--- src/rtl/dcp_pkg.sv ---
// Purpose: shared constants for both ends of the debug channel apb slave port
// Assumes: apb4 signalling, 32-bit data, 12-bit byte address
// Notes: offsets are byte addresses inside the 4 KB window
package dcp_pkg;
    // bus widths
    localparam int ADDR_W = 12;
    localparam int DATA_W = 32;
    // register offsets inside the window
    localparam logic [11:0] STATUS_OFS = 12'h000;
    localparam logic [11:0] DATA_OFS = 12'h004;
    // low address bits that must be zero for a word access
    localparam logic [1:0] ALIGN_ZERO = 2'h0;
    // status register field positions
    localparam int STAT_PEN_BIT = 0;
    localparam int STAT_RRDIS_BIT = 1;
    // fixed values
    localparam logic [31:0] ZERO_WORD = 32'h00000000;
    localparam logic [31:0] DATA_RST = 32'h00000000;
    // wait states the slave inserts before ready
    localparam int WAIT_CYCLES = 1;
    localparam int CNT_W = 4;
    localparam logic [3:0] WAIT_LOAD = 4'(WAIT_CYCLES);
    localparam logic [3:0] CNT_ZERO = 4'h0;
    localparam logic [3:0] CNT_ONE = 4'h1;
endpackage : dcp_pkg

--- src/rtl/dcp_apb_if.sv ---
// Purpose: apb4 link between the debug-side master and the port slave
// Assumes: both ends on the same clock
// Notes: wake-up request travels beside the apb signals
`timescale 1ns/100ps
interface dcp_apb_if;
    logic [11:0] paddr;    // byte address
    logic pwrite;          // high write, low read
    logic psel;            // slave select
    logic penable;         // access phase
    logic [31:0] pwdata;   // write data
    logic [31:0] prdata;   // read data
    logic pready;          // transfer done
    logic pslverr;         // transfer aborted with error
    logic pwakeup;         // glitch-free wake-up request
    // the port end
    modport dev (
        input paddr, pwrite, psel, penable, pwdata, pwakeup,
        output prdata, pready, pslverr
    );
    // the debug-side master end
    modport mst (
        output paddr, pwrite, psel, penable, pwdata, pwakeup,
        input prdata, pready, pslverr
    );
endinterface : dcp_apb_if

--- src/rtl/dcp_apb_slave.sv ---
// Purpose: apb4 slave end of the debug channel port with status and data words
// Assumes: static configuration inputs, master keeps the wake-up protocol
// Notes: while clamped the slave holds ready, read data and error at zero
// Function
// - master raises wake-up before a new transfer
// - wake-up stays high while select is high
// - master drives wake-up free of glitches
// - activity output follows wake-up, not select
// - remote reboot disable shown read-only
// - static port enable shown in status
// - write high means write, low read
// - enable follows select by one cycle
// - write data accepted, zero when clamped
// - read data driven, zero when clamped
// - ready held low for wait states
// - slave error flags an aborted transfer
`timescale 1ns/100ps
module dcp_apb_slave
    import dcp_pkg::*;
(
    input wire logic sys_clk,
    input wire logic resetn,
    dcp_apb_if.dev apb,
    input wire logic remote_reboot_disable_cfg,
    input wire logic port_enable_cfg,
    input wire logic clamp_en,
    output logic clock_channel_activity_out,
    output logic [31:0] data_word
);

    // transfer sequencing states
    typedef enum logic [1:0] {
        ST_IDLE,
        ST_WAIT,
        ST_DONE
    } dcp_slv_state_e;

    dcp_slv_state_e state_r;        // current state
    dcp_slv_state_e state_nxt;      // next state
    logic [3:0] wait_cnt_r;         // wait states still to insert
    logic [31:0] data_r;            // writable data word
    logic [31:0] prdata_r;          // registered read data
    logic pready_r;                 // registered ready
    logic pslverr_r;                // registered error
    logic activity_r;               // registered activity output
    logic [31:0] wdata_eff;         // write data after clamp
    logic [31:0] status_word;       // live status register value
    logic access;                   // access phase seen this cycle
    logic hit_status;               // address selects status
    logic hit_data;                 // address selects data
    logic bad_access;               // unmapped, unaligned or read-only write
    logic [31:0] rd_mux;            // read data before the register

    // the clamp forces incoming write data to zero
    assign wdata_eff = clamp_en ? ZERO_WORD : apb.pwdata;

    // status bits come straight from the configuration pins, no write path exists
    // the pins are static, so no synchroniser is spent on them
    always_comb begin
        status_word = ZERO_WORD;
        status_word[STAT_PEN_BIT] = port_enable_cfg;
        status_word[STAT_RRDIS_BIT] = remote_reboot_disable_cfg;
    end

    // access phase: select and enable both high, enable trails select by one cycle
    assign access = apb.psel && apb.penable;

    // address decode over the 4 KB window, word aligned only
    always_comb begin
        hit_status = 1'b0;
        hit_data = 1'b0;
        bad_access = 1'b0;
        rd_mux = ZERO_WORD;
        // alignment goes first so an unaligned address near a mapped word is refused
        if (apb.paddr[1:0] != ALIGN_ZERO) begin
            // unaligned address is refused
            bad_access = 1'b1;
        end else if (apb.paddr == STATUS_OFS) begin
            hit_status = 1'b1;
            rd_mux = status_word;
            // status is read-only, so a write is an error
            bad_access = apb.pwrite;
        end else if (apb.paddr == DATA_OFS) begin
            hit_data = 1'b1;
            rd_mux = data_r;
        end else begin
            // nothing mapped here
            bad_access = 1'b1;
        end
    end

    // next-state logic for one transfer
    always_comb begin
        state_nxt = state_r;
        case (state_r)
            ST_IDLE: begin
                // a clamped port never starts answering
                if (access && !clamp_en) begin
                    state_nxt = ST_WAIT;
                end
            end
            ST_WAIT: begin
                // a clamp mid-wait drops the answer; access still stands, so it restarts
                if (clamp_en) begin
                    state_nxt = ST_IDLE;
                end else if (wait_cnt_r <= CNT_ONE) begin
                    state_nxt = ST_DONE;
                end
            end
            ST_DONE: begin
                // ready was high for one edge, the master ends the transfer
                state_nxt = ST_IDLE;
            end
            default: begin
                state_nxt = ST_IDLE;
            end
        endcase
    end

    // state register, sampled on the rising edge
    always_ff @(posedge sys_clk or negedge resetn) begin
        if (!resetn) begin
            state_r <= ST_IDLE;
        end else begin
            state_r <= state_nxt;
        end
    end

    // wait-state counter, loaded as the access phase starts
    always_ff @(posedge sys_clk or negedge resetn) begin
        if (!resetn) begin
            wait_cnt_r <= CNT_ZERO;
        end else if (state_r == ST_IDLE && access) begin
            wait_cnt_r <= WAIT_LOAD;
        end else if (state_r == ST_WAIT && wait_cnt_r != CNT_ZERO) begin
            // stops at zero so the count never wraps into a long wait
            wait_cnt_r <= wait_cnt_r - CNT_ONE;
        end
    end

    // ready stays low through the wait states and while clamped
    always_ff @(posedge sys_clk or negedge resetn) begin
        if (!resetn) begin
            pready_r <= 1'b0;
        end else if (clamp_en) begin
            pready_r <= 1'b0;
        end else begin
            pready_r <= (state_nxt == ST_DONE);
        end
    end

    // error answer, valid only with ready
    always_ff @(posedge sys_clk or negedge resetn) begin
        if (!resetn) begin
            pslverr_r <= 1'b0;
        end else if (!clamp_en && state_nxt == ST_DONE) begin
            pslverr_r <= bad_access;
        end else begin
            // error is a pulse, it never outlives the ready cycle
            pslverr_r <= 1'b0;
        end
    end

    // read data only on a good read, zero otherwise so nothing leaks
    always_ff @(posedge sys_clk or negedge resetn) begin
        if (!resetn) begin
            prdata_r <= ZERO_WORD;
        end else if (clamp_en) begin
            prdata_r <= ZERO_WORD;
        end else if (state_nxt == ST_DONE && !apb.pwrite && !bad_access) begin
            prdata_r <= rd_mux;
        end else begin
            // zero between answers so nothing stale sits on the bus
            prdata_r <= ZERO_WORD;
        end
    end

    // data word write, committed together with the ready answer
    always_ff @(posedge sys_clk or negedge resetn) begin
        if (!resetn) begin
            data_r <= DATA_RST;
        end else if (!clamp_en && state_nxt == ST_DONE && apb.pwrite && hit_data) begin
            // committing with ready means a clamp mid-wait leaves the word untouched
            data_r <= wdata_eff;
        end
    end

    // activity from the glitch-free wake-up, select may glitch and is not used
    always_ff @(posedge sys_clk or negedge resetn) begin
        if (!resetn) begin
            activity_r <= 1'b0;
        end else begin
            // one flop is enough: wake-up already comes clean from a flop on this clock
            activity_r <= apb.pwakeup;
        end
    end

    // all outputs straight from flip-flops
    // no logic between these flops and the pins, so the master sees clean levels
    assign apb.prdata = prdata_r;
    assign apb.pready = pready_r;
    assign apb.pslverr = pslverr_r;
    assign clock_channel_activity_out = activity_r;
    assign data_word = data_r;

endmodule : dcp_apb_slave

--- src/flat_wrapper.sv ---
// flat-port wrapper written by rule: the top's interface ports become plain ports
module dcp_apb_slave_flat import dcp_pkg::*;
  (sys_clk, resetn, remote_reboot_disable_cfg, port_enable_cfg, clamp_en, clock_channel_activity_out, data_word, apb_paddr, apb_pwrite, apb_psel, apb_penable, apb_pwdata, apb_pwakeup, apb_prdata, apb_pready, apb_pslverr);
  dcp_apb_if apb_i ();
  input wire logic sys_clk;
  input wire logic resetn;
  input wire logic remote_reboot_disable_cfg;
  input wire logic port_enable_cfg;
  input wire logic clamp_en;
  output logic clock_channel_activity_out;
  output logic [31:0] data_word;
  input wire logic [$bits(apb_i.paddr)-1:0] apb_paddr;
  input wire logic [$bits(apb_i.pwrite)-1:0] apb_pwrite;
  input wire logic [$bits(apb_i.psel)-1:0] apb_psel;
  input wire logic [$bits(apb_i.penable)-1:0] apb_penable;
  input wire logic [$bits(apb_i.pwdata)-1:0] apb_pwdata;
  input wire logic [$bits(apb_i.pwakeup)-1:0] apb_pwakeup;
  output wire logic [$bits(apb_i.prdata)-1:0] apb_prdata;
  output wire logic [$bits(apb_i.pready)-1:0] apb_pready;
  output wire logic [$bits(apb_i.pslverr)-1:0] apb_pslverr;
  assign apb_i.paddr = apb_paddr;
  assign apb_i.pwrite = apb_pwrite;
  assign apb_i.psel = apb_psel;
  assign apb_i.penable = apb_penable;
  assign apb_i.pwdata = apb_pwdata;
  assign apb_i.pwakeup = apb_pwakeup;
  assign apb_prdata = apb_i.prdata;
  assign apb_pready = apb_i.pready;
  assign apb_pslverr = apb_i.pslverr;
  dcp_apb_slave u_core (.sys_clk(sys_clk), .resetn(resetn), .apb(apb_i), .remote_reboot_disable_cfg(remote_reboot_disable_cfg), .port_enable_cfg(port_enable_cfg), .clamp_en(clamp_en), .clock_channel_activity_out(clock_channel_activity_out), .data_word(data_word));
endmodule
--- config.mk ---
export PLATFORM = sky130hd
export DESIGN_NAME = dcp_apb_slave_flat
export DESIGN_NICKNAME = d
export VERILOG_FILES = /design/src/rtl/dcp_pkg.sv /design/src/rtl/dcp_apb_if.sv /design/src/rtl/dcp_apb_slave.sv /design/src/flat_wrapper.sv
export SDC_FILE = /design/constraint.sdc
export NUM_CORES = 1
export LEC_CHECK = 0
export BUFFER_PORTS_ARGS = -buffer_cell sky130_fd_sc_hd__buf_2
export CORE_MARGIN = 3
export CORE_UTILIZATION = 48
export CTS_CLUSTER_SIZE = 16
export DETAILED_ROUTE_END_ITERATION = 6
export GPL_TIMING_DRIVEN = 0
export PLACE_DENSITY = 0.82
export REMOVE_ABC_BUFFERS = 1
export SLEW_MARGIN = 15
export SYNTH_ARGS = -nofsm -noshare
export SYNTH_HDL_FRONTEND = slang
export SYNTH_SLANG_ARGS = --single-unit
--- constraint.sdc ---
create_clock -name sys_clk -period 3.1 [get_ports sys_clk]
set_clock_uncertainty 0.1 [all_clocks]
set_input_delay 0.155 -clock sys_clk [delete_from_list [all_inputs] [get_ports sys_clk]]
set_output_delay 0.155 -clock sys_clk [all_outputs]
set_load 0.1 [all_outputs]
# ---- Yosys cells after proc, flatten, opt, wreduce, memory -nomap -nowiden
# Cells that the tools add are included.
dict set report op_classes {
  n_lt_le_gt_ge 1
  add_sub_neg 1
  n_mux 20
  eq_ne 3
  n_reduce_logical 17
}
# operator n
set op_table {}
lappend op_table {{32-bit 2-to-1 mux} 6}
lappend op_table {{12-bit by 3-bit equality test with 1-bit output (second input constant)} 1}
lappend op_table {{12-bit zero test} 1}
lappend op_table {{1-bit logical AND} 9}
lappend op_table {{1-bit 2-to-1 mux} 8}
lappend op_table {{4-bit 2-to-1 mux} 2}
lappend op_table {{2-bit 2-to-1 mux} 3}
lappend op_table {{4-bit by 1-bit <= comparator with 1-bit output (second input constant)} 1}
lappend op_table {{2-bit one-hot mux with 2 select lines} 1}
lappend op_table {{2-bit nonzero test} 2}
lappend op_table {{4-bit nonzero test} 1}
lappend op_table {{4-bit by 1-bit subtractor with 4-bit output (second input constant)} 1}
lappend op_table {{1-bit zero test} 3}
lappend op_table {{2-bit by 1-bit equality test with 1-bit output (second input constant)} 1}
lappend op_table {{2-bit equality test (second input constant)} 1}
lappend op_table {{2-bit zero test} 1}
dict set report totals {
  out_inout_bits 67
  in_bits 53
  ff_bits 73
}

# ---- Longest topological paths before layout
dict set report depth {
  depth_word 9
  depth_mapped 7
  ltp_nobuf 6
}

# ---- Least setup slack after synthesis
# OpenSTA, ideal clock, no wires.
dict set report synth_path {
  path_kind {flip-flop to flip-flop}
  start {reg u_core.wait_cnt_r[0]}
  end {reg u_core.data_r[11] (netlist: u_core.data_word[11])}
  arrival_ps 1993
  n_path_buf 1
  slack_ps 881
  synth_period_minus_slack_ps 2219
  setup_ps 126
  stages_incl_launch_ff 8
  cell_sequence {dfrtp_1 > inv_1 > ha_1 > nor2_1 > or3_4 > nor4_4 > buf_6 > mux2_2}
}
dict set report synth_via {
  elab_chain_cells 8
}
# element line_no
set synth_rtl {}
lappend synth_rtl {{start: declaration} dcp_apb_slave.sv:40} ;# logic [3:0] wait_cnt_r;
lappend synth_rtl {{start signal: assignment} dcp_apb_slave.sv:137} ;# wait_cnt_r <= wait_cnt_r - CNT_ONE;
lappend synth_rtl {{4-bit by 1-bit <= comparator with 1-bit output} dcp_apb_slave.sv:106} ;# end else if (wait_cnt_r <= CNT_ONE) begin
lappend synth_rtl {{2-bit 2-to-1 mux} dcp_apb_slave.sv:106}
lappend synth_rtl {{2-bit 2-to-1 mux} dcp_apb_slave.sv:104} ;# if (clamp_en) begin
lappend synth_rtl {{2-bit one-hot mux with 2 select lines} dcp_apb_slave.sv:95} ;# case (state_r)
lappend synth_rtl {{2-bit equality test} dcp_apb_slave.sv:182} ;# end else if (!clamp_en && state_nxt == ST_DONE && apb.pwrite && hit_data) begin
lappend synth_rtl {{1-bit logical AND (3 in series)} dcp_apb_slave.sv:182}
lappend synth_rtl {{end signal: assignment} dcp_apb_slave.sv:184} ;# data_r <= wdata_eff;
lappend synth_rtl {{end: declaration} dcp_apb_slave.sv:41} ;# logic [31:0] data_r;
# Every way passes these cells.
# A chain may end at the register's enable or synchronous reset.

# ---- Worst setup path after layout
dict set report layout_path {
  start {reg u_core.wait_cnt_r[0]}
  end {reg u_core.data_r[18] (netlist: u_core.data_word[18])}
}
# The elaborated chain is that of the path after synthesis.

==> impl_metrics.yaml <==
floorplan:
  io_pins: 120
  dieArea_um2: 7200
  die_height_um: 84.8
  placementRows: 28
  die_x_um: 84.8
  start_util_pct: 50.1
  core_um2: 5960
yosys:
  synth-xor-area-share_pct: 0.881
  synthDistinctLibCells: 28
  synth_warnings: 0
  synth_seq_cells: 73
  muxShareOfSynthArea_pct: 13.1
  synth_top_family_by_area: "simple AND/OR/NAND/NOR gates"
  synthTopCellsByCount: "73 x dfrtp_1, 34 x nor2b_1, 31 x and2_1"
  synthAdderAreaFrac_pct: 1.26
  yosysTopAreaCell: "dfrtp_1"
  synth_area_um2: 2980
  async_flop_share_pct: 100
  synth-compound-area-share_pct: 0.461
  avgSynthCellArea_um2: 13.6
  ys_seq_area_share_pct: 61.2
  synth_area_leaders: "dfrtp_1 61%, mux2_2 9.8%, nor2b_1 7.1%"
  synth_edf_count: 0
  ys.flop_type: "dfrtp_1"
  synth_top_area_share_pct: 61.2
  synthCells: 220
  synth.most_common_cell: "dfrtp_1"
  synth-simple-area-share_pct: 20.8
drt:
  drt_pass1_iterations: 4
  ant_nets: 0
  drtIter0Drc: 42
  via_per_inst: 4.88
  finalWirelength_mm: 6.36
  num_vias: 2093
  post_drt_wl_per_cell_um: 14.8
  drc_errors: 0
setup_path:
  path_buf_inv: 4
  rr_endpoint: "u_core.data_word[18]$_DFFE_PN0P_"
  crit_path_max_incr_delay_ps: 580
  crit_required_ps: 3220
  cp_max_fo: 11
  rr_worst_depth: 9
  crit_type: "reg2reg"
  crit_top_cell: "buf_6"
  startpoint_type: "register"
  crit_slowest_cell: "nor4_4"
  endpoint: "u_core.data_word[18]$_DFFE_PN0P_"
  crit_family: "simple AND/OR/NAND/NOR gates"
  crit_path_start: "u_core.wait_cnt_r[0]$_DFFE_PN0P_"
  regToRegStartpoint: "u_core.wait_cnt_r[0]$_DFFE_PN0P_"
  reg2reg_slack_ps: 270
  arrival_ps: 2960
  worst-path-stages: 9
  cp_cell_sequence: "inv_1 > ha_1 > nor2_1 > or3_4 > nor4_4 > buf_8 > buf_6 > buf_6 > mux2_2"
  end_kind: "register"
sta:
  worst_slew_pin_slew_ps: 649
  finalCritPeriodShare_pct: 91.4
  max_freq_ghz: 0.353
  finalHoldViolCount: 0
  final_max_slew_viol_count: 0
  grt_setup_unrepaired: "false"
  fin_setup_tns_ps: 0
  setup_violations: 0
  period_minus_slack_ps: 2830
  slew_headroom_pct: 56.6
cells_and_area:
  fill_cells: 465
  post_route_cells_drive_above_1_share_pct: 48.6
  syn2layout_area_growth_pct: 31.8
  final_nets: 405
  fin_util_pct: 66.1
  diodes: 0
hold_path:
  hp-class: "in2reg"
cts:
  clk_path_buf_depth: 2
  clock_latency_ps: 340
  cts_setup_buffers: 0
  cts_resized: 0
  numCtsBuffers: 9
  htree_levels: 3
  tritoncts: "yes"
  cts-root-buf: "clkbuf_8"
  path_clk_slew_ps: 80
  clock_sinks: 73
  postCtsHoldBufs: 3
outcome:
  status: "finished, final reports clean"
global_route:
  grt_max_degree: 39
  grt_usage_pct: 18.9
  grt_pass1_vias: 2197
  overflow: 0
  grt_pass1_wl_mm: 10.5
  antenna_found_initial: 0
placed_design:
  place_congestion: 0.785
  dpl.hpwl_mm: 4.63
  port_buffers: 119
pwr:
  totalPowerFinal_mw: 2.09
  vdd_drop_max_mv: 0.321
  p_per_area_nw_per_um2: 531
  power.leakage_nw: 2.20
job:
  max-cap-violations: 0
[placed cells by master (no fill, tap or decap), types with 3 or more instances in the layout]
cell type / count
and2_1: 31
nand2_1: 3
nor3_1: 3
nand3_1: 4
buf_2: 118
nor2b_1: 34
mux2_2: 26
nor4_1: 4
ha_1: 3
clkbuf_8: 9
dfrtp_1: 73
nor2_1: 5
dlygate4sd3_1: 3
mux2_1: 7
buf_6: 3
[worst min path at each step]
stage | start | endpoint | slack (ps) | depth (start not counted)
6_report | apb_paddr[10] | u_core.apb.prdata[0]$_DFF_PN0_ | 30 | 4
5_1_grt | apb_paddr[10] | u_core.apb.prdata[1]$_DFF_PN0_ | 20 | 4
4_1_cts | apb_paddr[10] | u_core.apb.prdata[0]$_DFF_PN0_ | 9 | 4
3_5_place_dp | resetn | u_core.apb.prdata[15]$_DFF_PN0_ | 40 | 1
3_3_place_gp | apb_pwakeup | u_core.clock_channel_activity_out$_DFF_PN0_ | 170 | 1
2_1_floorplan | resetn | u_core.apb.prdata[0]$_DFF_PN0_ | -240 | 0
[worst reg2reg max path, cell delays in order, from the launching register on]
cell,delay [ps]
dfrtp_1,420
inv_1,100
ha_1,180
nor2_1,90
or3_4,360
nor4_4,580
buf_8,230
buf_6,170
buf_6,150
mux2_2,340
[registers in the layout, summed over array words and instances (netlist names)]
register / cells
u_core.data_word: 32
u_core.apb.prdata: 32
u_core.wait_cnt_r: 4
u_core.apb.pslverr: 1
u_core.clock_channel_activity_out: 1
u_core.state_r: 2
u_core.apb.pready: 1
[metrics by stage]
step	instances	instance area [µm²]	setup WS, ps	hold WS, ps
finish	429	3930	265	28.0
global route	429	3930	97.3	21.4
CTS	429	3930	239	9.49
detailed placement	410	3680	262	42.3
global placement	405	3610	-374	167
floorplan	211	2920	212	-241
[cells by family (layout without fill, tap and decap cells)]
family,Yosys count,after routing
buffers and inverters,11,145
AO/OA/AOI/OAI,2,2
multiplexers,35,35
AND/OR/NAND/NOR,93,93
adder cells (fa/ha/maj),3,3
flip-flops,73,73
XOR/XNOR,3,3
[cell type report]
class,count,area [µm²],area share [%]
clock inverter,6,91.3,2.32
clock buffer,10,128,3.24
sequential,73,1830,46.4
tap,75,93.8,2.39
multi-input combinational,136,1090,27.7
timing repair buffer,127,697,17.7
inverter,2,7.51,0.191
[power by group]
part           total (mW)  switching (mW)  leakage [nW]  internal [mW]
logic               0.263           0.149          1.08          0.114
registers            1.01          0.0305          1.01          0.977
clock network       0.819           0.361         0.111          0.458
[routing by layer]
layer  GRT usage (%)  wire (µm)  vias up
met4            9.78        157        0
li1                -          -      998
met1            22.5       2540      992
met3            5.24        521       12
met5               0          0        -
met2            31.5       3150       91
No activity file was read; power rests on OpenSTA's default activity.
